--- config.mk ---
export PLATFORM = sky130hd
export DESIGN_NAME = pma_macrocell_array
export DESIGN_NICKNAME = d
export VERILOG_FILES = /design/src/hdl/pma_pkg.sv /design/src/hdl/pma_macrocell_array.sv
export SDC_FILE = /design/constraint.sdc
export NUM_CORES = 1
export LEC_CHECK = 0
export ABC_CLOCK_PERIOD_IN_PS = 6400
export BUFFER_PORTS_ARGS = -buffer_cell sky130_fd_sc_hd__buf_2
export CORE_AREA = 2 2 306 308
export DETAILED_ROUTE_END_ITERATION = 8
export DIE_AREA = 0 0 308 310
export PLACE_DENSITY = 0.33
export RECOVER_POWER = 25
export SETUP_SLACK_MARGIN = 0.1
export SYNTH_ARGS = -nofsm -noshare
export SYNTH_HDL_FRONTEND = slang
export SYNTH_SLANG_ARGS = --single-unit
--- constraint.sdc ---
create_clock -name clock -period 6.4 [get_ports clock]
set_input_delay 1.28 -clock clock [delete_from_list [all_inputs] [get_ports clock]]
set_output_delay 1.28 -clock clock [all_outputs]
set_load 0.02 [all_outputs]
--- src/hdl/pma_pkg.sv ---
// Contract
// - Two groups of eight output cells, first on ports A/B, second on B/C.
// - Each output cell XORs its summed product terms with a polarity bit.
// - Selector picks flip-flop or combinatorial value; selection always feeds back.
// - Output cell storage acts as D, T, JK or SR flip-flop.
// - Cell clock from product term or clock pin, rising edge.
// - Preset and clear from product terms, active high; clear ORs two terms.
// - First group cells own three terms, borrow up to six.
// - Second group owns four; cells 0-3 borrow five, 4-7 borrow six.
// - A term used by one cell is unusable elsewhere; fixed donor cells.
// - All sixteen flip-flops load from data bus; cell n uses bit n mod 8.
// - Processor load overrides internal clock, preset and clear.
// - Load on write strobe trailing edge or while strobe active.
// - One 8-bit mask per group, resetting to zero allowing loads.
// - Mask bit one blocks processor writes to that cell.
// - Pin driver enable is product term OR direction bit.
// - Logic output without enable equation is driven from power-up.
// - Internal-node cell still feeds back, pin left free.
// - Twenty-four input cells: latch, register or pass-through.
// - Input cell enable/clock from product term or address latch strobe.
// - One control term serves four cells: bits 3-0 and 7-4.
// - Processor reads input cells through a read buffer.
// - Strobe-clocked input cells capture upper address bits as array inputs.
// - Array inputs include all sixteen feedbacks, eight per group.
package pma_pkg;
    localparam int NCELL = 8;
    localparam int NPORT = 3;
    localparam int AB_NATIVE = 3;
    localparam int AB_BORROW = 6;
    localparam int BC_NATIVE = 4;
    localparam int BC_BORROW_LO = 5;
    localparam int BC_BORROW_HI = 6;
    localparam int MAXTERM = 10;
    localparam logic [7:0] MASK_RESET = 8'h00;
    localparam logic [1:0] OMC_FF_RESET = 2'h0;
    // Register selectors on the processor bus
    localparam logic [2:0] SEL_NONE = 3'h0;
    localparam logic [2:0] SEL_OUT_AB = 3'h1;
    localparam logic [2:0] SEL_OUT_BC = 3'h2;
    localparam logic [2:0] SEL_MASK_AB = 3'h3;
    localparam logic [2:0] SEL_MASK_BC = 3'h4;
    localparam logic [2:0] SEL_IN_A = 3'h5;
    localparam logic [2:0] SEL_IN_B = 3'h6;
    localparam logic [2:0] SEL_IN_C = 3'h7;

    typedef enum logic [1:0] {
        FF_D = 2'h0,
        FF_T = 2'h1,
        FF_JK = 2'h2,
        FF_SR = 2'h3
    } pma_ff_e;

    typedef enum logic [1:0] {
        IN_PASS = 2'h0,
        IN_LATCH = 2'h1,
        IN_REG = 2'h2
    } pma_in_e;

    typedef enum logic [2:0] {
        LD_IDLE = 3'b001,
        LD_ACTIVE = 3'b010,
        LD_DONE = 3'b100
    } pma_ld_e;

    // Per-cell product term set from the AND array
    typedef struct packed {
        logic [MAXTERM-1:0] terms;
        logic [MAXTERM-1:0] own;
        logic clkTerm;
        logic presetTerm;
        logic [1:0] clearTerm;
        logic oeTerm;
        logic kTerm;
    } pma_cell_s;

    // Per-cell configuration
    typedef struct packed {
        logic polarity;
        logic useReg;
        logic clkFromPin;
        pma_ff_e ffType;
        logic toPin;
        logic hasOeEq;
    } pma_cfg_s;

    // Processor bus request
    typedef struct packed {
        logic [2:0] sel;
        logic wrStrobe;
        logic rdStrobe;
        logic [7:0] data;
    } pma_bus_s;
endpackage

--- src/hdl/pma_macrocell_array.sv ---
`timescale 1ns/1ps
module pma_macrocell_array (
    input wire logic clock,
    input wire logic rst,
    input pma_pkg::pma_bus_s busReq,
    input wire logic edgeLoad,
    input pma_pkg::pma_cell_s [15:0] cellTerms,
    input pma_pkg::pma_cfg_s [15:0] cellCfg,
    input wire logic [15:0] termGrant,
    input wire logic [15:0] directionBit,
    input wire logic logic_clock_pin,
    input wire logic address_latch_strobe,
    input wire logic [23:0] portPin,
    input wire logic [7:0] upperAddress,
    input wire logic [2:0] addrCapture,
    input pma_pkg::pma_in_e [23:0] inMode,
    input wire logic [5:0] inCtlFromStrobe,
    input wire logic [5:0] inCtlTerm,
    output logic [7:0] readData,
    output logic [15:0] cellOut,
    output logic [15:0] pinDrive,
    output logic [15:0] pinOeN,
    output logic [15:0] feedback,
    output logic [23:0] inputBus,
    output logic [23:0] addressBus
);
    import pma_pkg::*;

    // Pins and strobes cross from outside: two stages for pins and upper address, three for strobes
    logic [23:0] pinS1_q, pinS2_q;
    logic clkPinS1_q, clkPinS2_q, clkPinS3_q;
    logic alsS1_q, alsS2_q, alsS3_q;
    logic [7:0] upS1_q, upS2_q;
    always_ff @(posedge clock) begin
        pinS1_q <= portPin;
        pinS2_q <= pinS1_q;
        clkPinS1_q <= logic_clock_pin;
        clkPinS2_q <= clkPinS1_q;
        clkPinS3_q <= clkPinS2_q;
        alsS1_q <= address_latch_strobe;
        alsS2_q <= alsS1_q;
        alsS3_q <= alsS2_q;
        upS1_q <= upperAddress;
        upS2_q <= upS1_q;
    end
    wire clkPinRise = clkPinS2_q & ~clkPinS3_q;
    wire alsRise = alsS2_q & ~alsS3_q;

    // Usable terms: native for every cell, borrowed only when granted and free
    function automatic logic [MAXTERM-1:0] termMask(input int idx);
        logic [MAXTERM-1:0] m;
        int nat;
        int bor;
        m = '0;
        nat = (idx < NCELL) ? AB_NATIVE : BC_NATIVE;
        bor = (idx < NCELL) ? AB_BORROW : ((idx < NCELL + 4) ? BC_BORROW_LO : BC_BORROW_HI);
        for (int i = 0; i < MAXTERM; i++) begin
            if (i < nat + bor) begin
                m[i] = 1'b1;
            end
        end
        return m;
    endfunction

    function automatic int nativeCount(input int idx);
        return (idx < NCELL) ? AB_NATIVE : BC_NATIVE;
    endfunction

    // Write strobe loader
    pma_ld_e ldState_q, ldState_d;
    always_ff @(posedge clock) begin
        if (rst) begin
            ldState_q <= LD_IDLE;
        end else begin
            ldState_q <= ldState_d;
        end
    end
    always_comb begin
        case (ldState_q)
            LD_IDLE: ldState_d = busReq.wrStrobe ? LD_ACTIVE : LD_IDLE;
            LD_ACTIVE: ldState_d = busReq.wrStrobe ? LD_ACTIVE : LD_DONE;
            LD_DONE: ldState_d = busReq.wrStrobe ? LD_ACTIVE : LD_IDLE;
            default: ldState_d = LD_IDLE;
        endcase
    end
    // Idle after reset, so no false trailing edge follows reset
    wire trailEdge = (ldState_q == LD_ACTIVE) && !busReq.wrStrobe;
    wire loadNow = edgeLoad ? trailEdge : busReq.wrStrobe;

    logic [7:0] maskAb_q, maskBc_q;
    always_ff @(posedge clock) begin
        if (rst) begin
            maskAb_q <= MASK_RESET;
            maskBc_q <= MASK_RESET;
        end else if (busReq.wrStrobe && busReq.sel == SEL_MASK_AB) begin
            maskAb_q <= busReq.data;
        end else if (busReq.wrStrobe && busReq.sel == SEL_MASK_BC) begin
            maskBc_q <= busReq.data;
        end
    end

    wire groupAbLoad = loadNow && busReq.sel == SEL_OUT_AB;
    wire groupBcLoad = loadNow && busReq.sel == SEL_OUT_BC;
    wire [15:0] cellLoad = {{8{groupBcLoad}} & ~maskBc_q,
                            {8{groupAbLoad}} & ~maskAb_q};

    // Output cells
    logic [15:0] ff_q;
    logic [15:0] ffClkQ_q;
    logic [15:0] comb;
    genvar g;
    generate
        for (g = 0; g < 16; g++) begin : gCell
            logic [MAXTERM-1:0] avail;
            logic sum;
            logic xorOut;
            logic clkEv;
            logic nxt;
            always_comb begin
                avail = termMask(g);
                for (int i = 0; i < MAXTERM; i++) begin
                    // Borrowed slots need the donor grant and must not be claimed elsewhere
                    if (i >= nativeCount(g) && !(termGrant[g] && !cellTerms[g].own[i])) begin
                        avail[i] = 1'b0;
                    end
                end
                sum = |(cellTerms[g].terms & avail);
                xorOut = sum ^ cellCfg[g].polarity;
                case (cellCfg[g].ffType)
                    FF_D: nxt = xorOut;
                    FF_T: nxt = ff_q[g] ^ xorOut;
                    FF_JK: nxt = (xorOut & ~ff_q[g]) | (~cellTerms[g].kTerm & ff_q[g]);
                    FF_SR: nxt = xorOut | (ff_q[g] & ~cellTerms[g].kTerm);
                    default: nxt = xorOut;
                endcase
            end
            assign comb[g] = xorOut;
            // Product-term clock sampled for edge; pin clock already synchronised
            assign clkEv = cellCfg[g].clkFromPin ? clkPinRise
                           : (cellTerms[g].clkTerm & ~ffClkQ_q[g]);
            always_ff @(posedge clock) begin
                if (rst) begin
                    ff_q[g] <= OMC_FF_RESET[0];
                    ffClkQ_q[g] <= 1'b0;
                end else begin
                    ffClkQ_q[g] <= cellTerms[g].clkTerm;
                    if (cellLoad[g]) begin
                        ff_q[g] <= busReq.data[g % NCELL];
                    end else if (|cellTerms[g].clearTerm) begin
                        ff_q[g] <= 1'b0;
                    end else if (cellTerms[g].presetTerm) begin
                        ff_q[g] <= 1'b1;
                    end else if (clkEv) begin
                        ff_q[g] <= nxt;
                    end
                end
            end
            assign cellOut[g] = cellCfg[g].useReg ? ff_q[g] : comb[g];
            assign feedback[g] = cellOut[g];
            assign pinDrive[g] = cellCfg[g].toPin ? cellOut[g] : 1'b0;
            // Enable is active low on the pin
            assign pinOeN[g] = ~(cellCfg[g].toPin &&
                                 (!cellCfg[g].hasOeEq || cellTerms[g].oeTerm ||
                                  directionBit[g]));
        end
    endgenerate

    // Input cells; control term shared by four cells
    logic [23:0] inCell_q;
    logic [23:0] inCtl;
    logic [23:0] inCtlPrev_q;
    generate
        for (g = 0; g < 24; g++) begin : gIn
            assign inCtl[g] = inCtlFromStrobe[g / 4] ? alsS2_q : inCtlTerm[g / 4];
            always_ff @(posedge clock) begin
                if (rst) begin
                    inCell_q[g] <= 1'b0;
                    inCtlPrev_q[g] <= 1'b0;
                end else begin
                    inCtlPrev_q[g] <= inCtl[g];
                    if (inMode[g] == IN_LATCH && inCtl[g]) begin
                        inCell_q[g] <= pinS2_q[g];
                    end else if (inMode[g] == IN_REG && inCtl[g] && !inCtlPrev_q[g]) begin
                        inCell_q[g] <= pinS2_q[g];
                    end
                end
            end
            assign inputBus[g] = (inMode[g] == IN_PASS) ? pinS2_q[g] : inCell_q[g];
        end
    endgenerate

    // Upper address captured on the strobe, one byte per port
    logic [23:0] addr_q;
    always_ff @(posedge clock) begin
        if (rst) begin
            addr_q <= '0;
        end else begin
            for (int p = 0; p < NPORT; p++) begin
                if (addrCapture[p] && alsRise) begin
                    addr_q[p*8 +: 8] <= upS2_q;
                end
            end
        end
    end
    assign addressBus = addr_q;

    // Read buffer, registered data out
    wire [7:0] rdMux = (busReq.sel == SEL_OUT_AB) ? ff_q[7:0]
                     : (busReq.sel == SEL_OUT_BC) ? ff_q[15:8]
                     : (busReq.sel == SEL_MASK_AB) ? maskAb_q
                     : (busReq.sel == SEL_MASK_BC) ? maskBc_q
                     : (busReq.sel == SEL_IN_A) ? inputBus[7:0]
                     : (busReq.sel == SEL_IN_B) ? inputBus[15:8]
                     : (busReq.sel == SEL_IN_C) ? inputBus[23:16] : 8'h00;
    always_ff @(posedge clock) begin
        if (rst) begin
            readData <= 8'h00;
        end else if (busReq.rdStrobe) begin
            readData <= rdMux;
        end
    end

    a_mask_blocks_load: assert property (@(posedge clock) disable iff (rst)
        (groupAbLoad && maskAb_q[0]) |=> $stable(ff_q[0]) || $past(|cellTerms[0].clearTerm)
            || $past(cellTerms[0].presetTerm) || $past(clkPinRise) || $past(cellTerms[0].clkTerm))
        else $error("masked cell changed on load");
    a_load_takes_data: assert property (@(posedge clock) disable iff (rst)
        cellLoad[3] |=> ff_q[3] == $past(busReq.data[3]))
        else $error("load data not stored");
    a_load_beats_clear: assert property (@(posedge clock) disable iff (rst)
        (cellLoad[9] && busReq.data[1] && |cellTerms[9].clearTerm) |=> ff_q[9])
        else $error("clear overrode load");
    a_mask_reset_zero: assert property (@(posedge clock)
        rst |=> maskAb_q == MASK_RESET && maskBc_q == MASK_RESET)
        else $error("mask not zero after reset");
    a_edge_load_time: assert property (@(posedge clock) disable iff (rst)
        (edgeLoad && busReq.wrStrobe) |-> !loadNow)
        else $error("edge load during strobe");
    a_oe_no_equation: assert property (@(posedge clock) disable iff (rst)
        (cellCfg[2].toPin && !cellCfg[2].hasOeEq) |-> !pinOeN[2])
        else $error("pin not driven without equation");
    a_feedback_select: assert property (@(posedge clock) disable iff (rst)
        feedback[5] == (cellCfg[5].useReg ? ff_q[5] : comb[5]))
        else $error("feedback mismatch");
    a_clear_acts: assert property (@(posedge clock) disable iff (rst)
        (!cellLoad[3] && cellTerms[3].clearTerm[1]) |=> !ff_q[3])
        else $error("clear ignored");
    a_read_group: assert property (@(posedge clock) disable iff (rst)
        (busReq.rdStrobe && busReq.sel == SEL_OUT_BC) |=> readData == $past(ff_q[15:8]))
        else $error("group read wrong");
    a_level_load_data: assert property (@(posedge clock) disable iff (rst)
        (!edgeLoad && busReq.wrStrobe && busReq.sel == SEL_OUT_AB && !maskAb_q[2])
            |=> ff_q[2] == $past(busReq.data[2]))
        else $error("level load missed");
    a_strobe_addr_capture: assert property (@(posedge clock) disable iff (rst)
        (alsRise && addrCapture[2]) |=> addressBus[23:16] == $past(upS2_q))
        else $error("upper address not captured");
    a_borrow_needs_grant: assert property (@(posedge clock) disable iff (rst)
        (!termGrant[0] && (|cellTerms[0].terms[9:3]) && cellTerms[0].terms[2:0] == 3'h0
            && !cellCfg[0].useReg) |-> cellOut[0] == cellCfg[0].polarity)
        else $error("borrowed term used without grant");
endmodule // pma_macrocell_array

==> results of run 1 <==
## state kept, by name (all words and copies together) (netlist names), 3 cells and up
register     flops
inCell_q        24
maskAb_q         8
upS1_q           8
ff_q            16
readData         8
upS2_q           8
ldState_q        3
inCtlPrev_q      6
pinS2_q         24
maskBc_q         8
ffClkQ_q        16
addressBus      24
pinS1_q         24
## metal layers
layer  global-route usage (%)  share of wire, %  vias to the layer above
li1                         -                 -                     5864
met1                    12.42                40                     5424
met2                    20.24                51                      459
met3                    2.704               5.9                       53
met4                    3.313               2.0                       12
met5                        0              0.15                        -
## through the flow
| step | total power [W] | setup WS [ns] | hold slack (ns) | util (%) | std cells |
|---|---|---|---|---|---|
| 6_report | 0.003050 | 1.794 | 0.3229 | 16.77 | 3167 |
| 5_1_grt | 0.003249 | 1.245 | 0.3335 | 16.76 | 3165 |
| 4_1_cts | 0.003145 | 1.950 | 0.3243 | 16.76 | 3164 |
| 3_5_place_dp | 0.001973 | 1.954 | 0.3121 | 16.13 | 3133 |
| 3_3_place_gp | 0.001962 | 1.978 | 0.3104 | 16.13 | 3133 |
| 2_1_floorplan | 0.001589 | 2.099 | 0.3096 | - | 1270 |
## synthesized netlist by cell type, types with 16 or more instances
library cell / count / area [sq um]
mux2i_1: 52 / 520.5
nor3_1: 21 / 105.1
dfxtp_1: 183 / 3664
and2_1: 22 / 137.6
clkbuf_1: 25 / 93.84
a21oi_1: 101 / 505.5
nor3b_1: 26 / 195.2
o21ai_0: 32 / 160.2
a211oi_1: 32 / 240.2
nand2b_1: 36 / 225.2
mux2_2: 25 / 281.5
ha_1: 16 / 200.2
o22ai_1: 36 / 225.2
buf_4: 16 / 120.1
nand3_1: 39 / 195.2
nor2b_1: 41 / 256.5
nor2_1: 156 / 585.6
inv_1: 108 / 405.4
nand2_1: 118 / 442.9
o31ai_1: 18 / 135.1
## cells by family (layout without fill, tap and decap cells)
| kind of cell | Yosys count | after routing | share of synthesized area [%] |
|---|---|---|---|
| xor gates and xnor gates | 14 | 14 | 1.217 |
| adders and majority gates | 16 | 16 | 1.987 |
| DFF | 183 | 183 | 36.36 |
| other | 0 | 3 | 0 |
| buffers and inverters | 159 | 856 | 6.644 |
| AOI/OAI and AO/OA | 313 | 313 | 20.79 |
| and+or+nand+nor | 508 | 508 | 25.04 |
| muxes | 77 | 77 | 7.961 |
## power groups by stage
stage	sequential [W]	combinational (W)	clock, W
after floorplan	0.00125	0.000338	0
after global placement	0.00126	0.000706	0
after detailed placement	0.00126	0.000716	0
after CTS	0.00123	0.000719	0.00119
after global routing	0.00124	0.000779	0.00123
final	0.00123	0.000703	0.00112
## cell type report
type	instances	area share [%]
repair buffers	717	23.21
flip-flops and latches	183	23.62
inverters	108	2.614
well taps	1197	9.658
diodes	3	0.04841
clock inverters	10	0.7181
multi-input cells	928	37.09
clock buffers	21	3.034
## worst paths after layout
| path | from | slack, ns | depth (start not counted) | to |
|---|---|---|---|---|
| worst max-delay path | rst | 1.79 | 4 | readData[6] |
| worst min-delay path | pinS1_q[19] | 0.32 | 0 | pinS2_q[19] |
| worst max register to register | ldState_q[2] | 4.04 | 6 | ff_q[9] |
| worst min register to register | pinS1_q[19] | 0.32 | 0 | pinS2_q[19] |
==> summary.txt, run 1 <==
STA
  – Max-slew violation count: 43
  – Final hold vios: 0
  – RSZ-0062 raised after global routing: no
  – Max Clock Freq: 217.1 MHz
  – Period utilization: just over 70%
  – Slew at the pin closest to its max-slew limit: 2.626 ns
  – Setup_tns: 0 ns
  – Final setup fails: 0
  – Final Skew: 0.01600 ns
  – Relative slew margins: -75.04%
  – Post-route minimum period: between 4 and 5 ns

Synth
  – Share of the yosys chip area belonging to registers: 36.36%
  – EDFF count, synth: 0
  – Syn avg cell area: 7.933 sq um
  – Main synth FF type: dfxtp_1
  – Synth cell types: 61
  – Yosys reg bits: 183
  – Cell Area, Synth: 10,070 sq um
  – Asr flop ratio synth: 0%
  – Synth warn: 0
  – Mapped Nets: 1,959
  – Post-Syn Instances: between 1,000 and 1,500

Floorplan
  – CORE AREA: 92,490 sq um
  – Initial Util: 10.89%
  – Die width: approximately 300 um
  – Die Ht: 310 um
  – Boundary Pins: between 700 and 800
  – Die area: around 95,000 sq um
  – Row Count: 112

GRT
  – Pin count of the biggest net entering global routing: 49
  – Initial antenna violation count: 12
  – First-pass GRT wire length: 74,890 um
  – GRT overflow: 0
  – All-Layer GR Usage: 10.99%
  – Vias in the first global route: ~12,000

Power and ir drop
  – Leakage power: 7.113 nW
  – Flop pwr share: 40.3%
  – Pint: 0.002075 W
  – P_sw: between 0.0009 and 0.001 W
  – Sw Share: 31.97%
  – Clk pwr share: 36.7%
  – Combinational power share: a little under a quarter
  – Peak supply drop: 0.1956 mV
  – PwrDens: 196.7 nW/um^2

Clock tree
  – Total CTS buffers: 17
  – Clock root cell: clkbuf_16
  – Clock latency at the later pin of the worst-skew pair: 0.48 ns
  – Clock tree from TritonCTS: done
  – H-tree levels: 4
  – Post-CTS Setup Bufs: 0
  – PostCTS Resize Cnt: 0
  – CTS max path bufs: 2
  – # clock sinks: 183
  – Clock-pin slew on the worst setup and hold paths: 0.08 ns
  – Hold_buf cts: 0

Place
  – Post-DP HPWL: 46,640 um
  – GPL Wtd Cong: slightly above 0.9
  – Cell Area, Placed: 14,920 sq um
  – Buffers on Ports: 712

Critical path
  – Startpoint Class: input port
  – Crit. End Element: flip-flop
  – Max stage delay cell, worst path: clkbuf_1
  – Setup CP Type: in -> reg
  – Max stage delay on crit path: 1.82 ns
  – Critical-path cell list: clkbuf_1, inv_1, nand2_1, o22ai_1
  – CP Data Arrival Time: 4.87 ns
  – Worst path required time: 6.66 ns
  – Worst Path Max Fanout: 42
  – Sum of buffers and inverters on the critical path: 2
  – Delay-heaviest family, CP: buffers and inverters

Finish
  – Footprint of the multi-input gates: 5752 sq um
  – Final instance area: approximately 16,000 sq um
  – Most frequent cells in the layout: buf_2 (711), dfxtp_1 (183), nor2_1 (156)
  – Fillers: 10,550
  – Area occupied by registers: about 3700 sq um
  – Layout net count: 2,644
  – Most common cell after layout, fill and taps aside: buf_2
  – Area grow syn2layout: 53.92%
  – Share of cells above drive strength 1: roughly 40%

Route
  – Wire per inst: ~17 um
  – Antenna Nets Post-Route: 0
  – DRC: 0
  – Initial drt markers: 432
  – Vias per cell: ~3.7
  – Vias: 11,812
  – TritonRoute pass-1 iters: 7
  – Total Wirelength: roughly 55,000 um

Run
  – Max-cap violation count: 1

Run status
  – Failing checks: max-capacitance violations, max-slew violations
  – Outcome: finished with violations

Hold path
  – HP Class: reg -> reg
Power figures use the tool's default switching activity.
==> run 2, diff against run 1 <==
--- a/config.mk
+++ b/config.mk
@@ -5,7 +5,7 @@
 export SDC_FILE = /design/constraint.sdc
 export NUM_CORES = 1
 export LEC_CHECK = 0
-export ABC_CLOCK_PERIOD_IN_PS = 6400
+export ABC_CLOCK_PERIOD_IN_PS = 4400
 export BUFFER_PORTS_ARGS = -buffer_cell sky130_fd_sc_hd__buf_2
 export CORE_AREA = 2 2 306 308
 export DETAILED_ROUTE_END_ITERATION = 8
==> constraint.sdc (replaced) <==
create_clock -name clock -period 4.4 [get_ports clock]
set_input_delay 0.88 -clock clock [delete_from_list [all_inputs] [get_ports clock]]
set_output_delay 0.88 -clock clock [all_outputs]
set_load 0.02 [all_outputs]
==> run 2 against run 1 <==
  * Worst setup slack lost 0.95 ns
  * The flow now finishes without violations
  * Power up 44%
  * Non-clock buffer count up 3
  * Cell count grew 0.16%
  * Sequential cell count is the same
  * Combinational power increased by 45%
  * Highest routed layer unchanged
  * Register-to-register slack got worse by 1.9 ns
  * Sequential power up 46%
  * Clock power up 40%
  * Sequential share of layout area about the same
==> summary.txt, run 2 (synthesized netlist as in run 1, its figures left out) <==
Run status
  – Outcome: completed

Critical path
  – CP Data Arrival Time: around 2.7 ns
  – Worst path required time: 3.52 ns
  – Setup CP Type: in -> out
  – Crit. End Element: output pin
  – Startpoint Class: input port
  – Worst Path Max Fanout: 3

Finish
  – Most frequent cells in the layout: buf_2 (711), dfxtp_1 (183), nor2_1 (156)
  – Fillers: 10,562
  – Share of cells above drive strength 1: approximately 41%
  – Area occupied by registers: roughly 3700 sq um
  – Footprint of the multi-input gates: 5752 sq um
  – Fin cells: around 3,200
  – Layout net count: 2,647
  – Area grow syn2layout: 54.01%
  – Most common cell after layout, fill and taps aside: buf_2

Power and ir drop
  – P_sw: ~0.0014 W
  – Flop pwr share: 40.8%
  – Peak supply drop: 0.2894 mV
  – Sw Share: 33.03%
  – Leakage power: 7.136 nW
  – PwrDens: 282.1 nW/um^2
  – Combinational power share: 23.4%
  – Clk pwr share: between 30% and 40%
  – Pint: 0.002932 W

Route
  – Wire per inst: ~17 um
  – TritonRoute pass-1 iters: 5
  – Total Wirelength: 55,210 um
  – DRC: 0
  – Initial drt markers: 375
  – Vias per cell: roughly 3.7
  – Antenna Nets Post-Route: 0
  – Vias: 11,780

Clock tree
  – CTS max path bufs: 2
  – Total CTS buffers: 17
  – Clock latency at the later pin of the worst-skew pair: between 0.4 and 0.5 ns
  – H-tree levels: 4
  – Clock tree from TritonCTS: done
  – Clock root cell: clkbuf_16
  – # clock sinks: 183
  – Hold_buf cts: 0
  – Clock-pin slew on the worst setup and hold paths: 0.07 ns
  – Post-CTS Setup Bufs: 0
  – PostCTS Resize Cnt: 0

GRT
  – Vias in the first global route: 11,599
  – First-pass GRT wire length: 75,620 um
  – GRT overflow: 0
  – Pin count of the biggest net entering global routing: 43
  – Initial antenna violation count: 11
  – All-Layer GR Usage: around 11%

STA
  – Slew at the pin closest to its max-slew limit: just under 0.9 ns
  – RSZ-0062 raised after global routing: no
  – Max-slew violation count: 0
  – Final Skew: between 0.015 and 0.02 ns
  – Period utilization: approximately four fifths
  – Final setup fails: 0
  – Final hold vios: 0
  – Max Clock Freq: 281.2 MHz
  – Post-route minimum period: 3.557 ns
  – Relative slew margins: 38.93%
  – Setup_tns: 0 ns

Floorplan
  – Die area: approximately 95,000 sq um
  – Die Ht: 310 um
  – Die width: 308 um
  – Boundary Pins: 793
  – Initial Util: 10.89%
  – CORE AREA: 92,490 sq um
  – Row Count: 112

Hold path
  – HP Class: reg -> reg

Place
  – GPL Wtd Cong: 0.9263
  – Total placed cells including tap cells: about 3,100
  – Buffers on Ports: around 700
  – Post-DP HPWL: 46,820 um

Run
  – Max-cap violation count: 0
==> run 2: changes by cell type in the layout (fill, tap and decap cells not counted), moves of 2 or more <==
cell        change
buf_4           +4
clkbuf_1        -2
clkbuf_8        -3
clkinv_2        +4
clkinvlp_4      -2
inv_8           +3
==> run 2: cell type report <==
type / count / share of cell area [%]
Multi-Input combinational cell: 928 / 37.07
Sequential cell: 183 / 23.61
Timing Repair Buffer: 720 / 23.37
Tap cell: 1197 / 9.652
Clock buffer: 17 / 2.742
Inverter: 108 / 2.613
Clock inverter: 15 / 0.8790
Antenna cell: 4 / 0.06451
==> run 2: worst paths after layout <==
kind | startpoint | end | cells past startpoint | slack, ns
setup / recovery | cellTerms[308] | pinDrive[11] | 7 | 0.84
hold / removal | pinS1_q[13] | pinS2_q[13] | 0 | 0.33
setup reg to reg | ldState_q[1] | ff_q[12] | 6 | 2.15
hold reg to reg | pinS1_q[13] | pinS2_q[13] | 0 | 0.33
==> run 2: critical path, cell delays in order <==
cell and delay (ns):
buf_2 0.13, a222oi_1 0.69, a21oi_1 0.16, xor2_1 0.21
mux2_2 0.30, and2_1 0.16, buf_2 0.15
==> run 2: routing by layer <==
metal,track usage [%],vias to the layer above,routed length (um)
li1,-,5872,-
met1,12.43,5409,22350
met2,20.40,444,28720
met3,2.547,45,3136
met4,3.381,10,937
met5,0,-,65
==> run 2: per-stage QoR <==
| step | utilization (%) | setup WS, ns | power, W | cell area (sq um) | hold slack, ns |
|---|---|---|---|---|---|
| after global placement | 16.16 | 0.7826 | 0.002854 | 14940 | 0.3107 |
| after global routing | 16.77 | 0.7148 | 0.004670 | 15510 | 0.3336 |
| after CTS | 16.77 | 0.7662 | 0.004527 | 15510 | 0.3273 |
| final | 16.78 | 0.8433 | 0.004377 | 15520 | 0.3290 |
| after floorplan | - | 0.8992 | 0.002312 | 10070 | 0.3096 |
| after detailed placement | 16.16 | 0.7688 | 0.002872 | 14940 | 0.3121 |
==> run 2: power by group through the flow <==
stage	Sequential [W]	Clock, W	Combinational, W
after floorplan	0.00182	0	0.000492
after global placement	0.00183	0	0.00103
after detailed placement	0.00183	0	0.00104
after CTS	0.00179	0.00169	0.00105
after global routing	0.00180	0.00173	0.00114
final	0.00179	0.00157	0.00102
==> run 3, diff against run 2 <==
--- a/config.mk
+++ b/config.mk
@@ -5,7 +5,7 @@
 export SDC_FILE = /design/constraint.sdc
 export NUM_CORES = 1
 export LEC_CHECK = 0
-export ABC_CLOCK_PERIOD_IN_PS = 4400
+export ABC_CLOCK_PERIOD_IN_PS = 3400
 export BUFFER_PORTS_ARGS = -buffer_cell sky130_fd_sc_hd__buf_2
 export CORE_AREA = 2 2 306 308
 export DETAILED_ROUTE_END_ITERATION = 8
==> constraint.sdc (replaced) <==
create_clock -name clock -period 3.4 [get_ports clock]
set_input_delay 0.68 -clock clock [delete_from_list [all_inputs] [get_ports clock]]
set_output_delay 0.68 -clock clock [all_outputs]
set_load 0.02 [all_outputs]
==> run 3 against run 2 <==
  * The flow now finishes with violations (max-capacitance violations, max-slew violations)
  * Utilization up 0.11 points
  * Via count increased by 0.95%
  * Die area did not move
  * Sequential power up 29%
  * Register-to-register slack got worse by 0.97 ns
  * Sequential cell count did not move
  * Clock skew shrank 0.0038 ns
  * Global-route usage rose by 0.12 points
  * Critical path depth is 1 higher
  * Worst hold slack got worse by 0.053 ns
  * Wire length grew 1.5%
  * Cell count is 0.22% higher
  * Largest cell class unchanged
==> summary.txt, run 3 (synthesized netlist as in run 1, its figures left out) <==
STA
  – Setup_tns: 0 ns
  – Final Skew: 0.01476 ns
  – Max-slew violation count: 29
  – Period utilization: between 90% and 100%
  – Slew at the pin closest to its max-slew limit: roughly 1.7 ns
  – Post-route minimum period: 3.154 ns
  – Max Clock Freq: 317.0 MHz
  – Final hold vios: 0
  – RSZ-0062 raised after global routing: no
  – Final setup fails: 0
  – Relative slew margins: -10.74%
  – Worst hold slack: 0.2760 ns

GRT
  – Vias in the first global route: 11,892
  – GRT overflow: 0
  – First-pass GRT wire length: between 70,000 and 80,000 um
  – Pin count of the biggest net entering global routing: between 40 and 50
  – All-Layer GR Usage: 11.13%
  – Initial antenna violation count: 9

Critical path
  – Flop-to-flop setup slack: 1.18 ns
  – Setup CP Type: in -> out
  – Crit. End Element: output pin
  – CP Data Arrival Time: 2.47 ns
  – Worst path required time: 2.72 ns
  – Startpoint Class: input port
  – Worst Path Max Fanout: 3

Route
  – Total Wirelength: about 56,000 um
  – Initial drt markers: between 500 and 600
  – TritonRoute pass-1 iters: 6
  – DRC: 0
  – Vias: roughly 12,000
  – Antenna Nets Post-Route: 0
  – Vias per cell: ~3.7
  – Wire per inst: approximately 18 um

Place
  – Post-DP HPWL: 47,780 um
  – Buffers on Ports: just over 700
  – Total placed cells including tap cells: approximately 3,100
  – GPL Wtd Cong: 0.9137
  – Cell Area, Placed: about 15,000 sq um

Clock tree
  – Clock tree from TritonCTS: done
  – Clock-pin slew on the worst setup and hold paths: 0.08 ns
  – Total CTS buffers: 17
  – PostCTS Resize Cnt: 0
  – CTS max path bufs: 2
  – # clock sinks: roughly 180
  – Post-CTS Setup Bufs: 0
  – Clock latency at the later pin of the worst-skew pair: 0.50 ns
  – Clock root cell: clkbuf_16
  – Hold_buf cts: 0
  – H-tree levels: 4

Finish
  – Most frequent cells in the layout: buf_2 (711), dfxtp_1 (183), nor2_1 (156)
  – Share of cells above drive strength 1: 40.55%
  – Fin cells: 3,179
  – Most common cell after layout, fill and taps aside: buf_2
  – Layout net count: between 2,000 and 3,000
  – Final instance area: approximately 16,000 sq um
  – Area grow syn2layout: 55.05%
  – Fillers: 10,583

Floorplan
  – Die area: 95,480 sq um
  – Die Ht: around 310 um
  – CORE AREA: 92,490 sq um
  – Row Count: 112
  – Initial Util: 10.89%
  – Boundary Pins: between 700 and 800
  – Die width: 308 um

Run
  – Max-cap violation count: 1

Run status
  – Failing checks: max-capacitance violations, max-slew violations
  – Outcome: finished with violations

Power and ir drop
  – Leakage power: 7.182 nW
  – PwrDens: between 300 and 400 nW/um^2
  – Peak supply drop: 0.3938 mV

Hold path
  – HP Class: in -> reg
[run 3: cell types whose count changed in the layout (fill, tap and decap cells not counted), moves of 3 or more]
| cell | before | now |
|---|---|---|
| bufinv_16 | 0 | 3 |
| clkinv_2 | 4 | 1 |
| buf_4 | 9 | 15 |
| clkbuf_8 | 0 | 3 |
| inv_8 | 5 | 1 |
| clkbuf_1 | 0 | 4 |
[run 3: layer usage]
| metal | track usage (%) | up-vias | routed length (um) |
|---|---|---|---|
| li1 | - | 5890 | - |
| met1 | 12.53 | 5485 | 22490 |
| met2 | 20.40 | 457 | 28850 |
| met3 | 2.581 | 54 | 3367 |
| met4 | 3.982 | 6 | 1286 |
| met5 | 0 | - | 35 |
[run 3: power by group]
part / switching (W) / internal, W / leakage [nW] / total (W)
clock: 0.000998 / 0.00122 / 0.299 / 0.00222
sequential: 0.0000669 / 0.00225 / 1.52 / 0.00231
combinational: 0.000754 / 0.000583 / 5.37 / 0.00134
[run 3: area by class of cell]
cell class | instances | area (sq um) | area share (%)
Antenna cell | 4 | 10.01 | 0.06408
Clock buffer | 22 | 474.2 | 3.036
Clock inverter | 9 | 140.1 | 0.8971
Inverter | 108 | 405.4 | 2.595
Multi-Input combinational cell | 928 | 5752 | 36.82
Sequential cell | 183 | 3664 | 23.45
Tap cell | 1197 | 1498 | 9.588
Timing Repair Buffer | 728 | 3679 | 23.55
[run 3: worst max-delay path, cell delays in order]
cell      delay, ns
buf_2          0.10
or4_4          0.53
a221oi_2       0.18
a21oi_1        0.10
xor2_1         0.19
mux2_2         0.32
and2_1         0.20
buf_2          0.16
[run 3: worst paths after layout]
kind	depth (start not counted)	end	start
max	8	pinDrive[13]	cellTerms[355]
min	1	upS1_q[2]	upperAddress[2]
max reg2reg	6	ff_q[3]	ldState_q[1]
min reg2reg	0	upS2_q[7]	upS1_q[7]
[run 3: per-stage QoR]
stage,worst slack [ns],total power (W),util (%)
2_1_floorplan,0.2992,0.002991,-
3_3_place_gp,0.1819,0.003702,16.22
3_5_place_dp,0.1706,0.003729,16.22
4_1_cts,0.1630,0.006050,16.89
5_1_grt,0.1154,0.006229,16.88
6_report,0.2459,0.005871,16.89
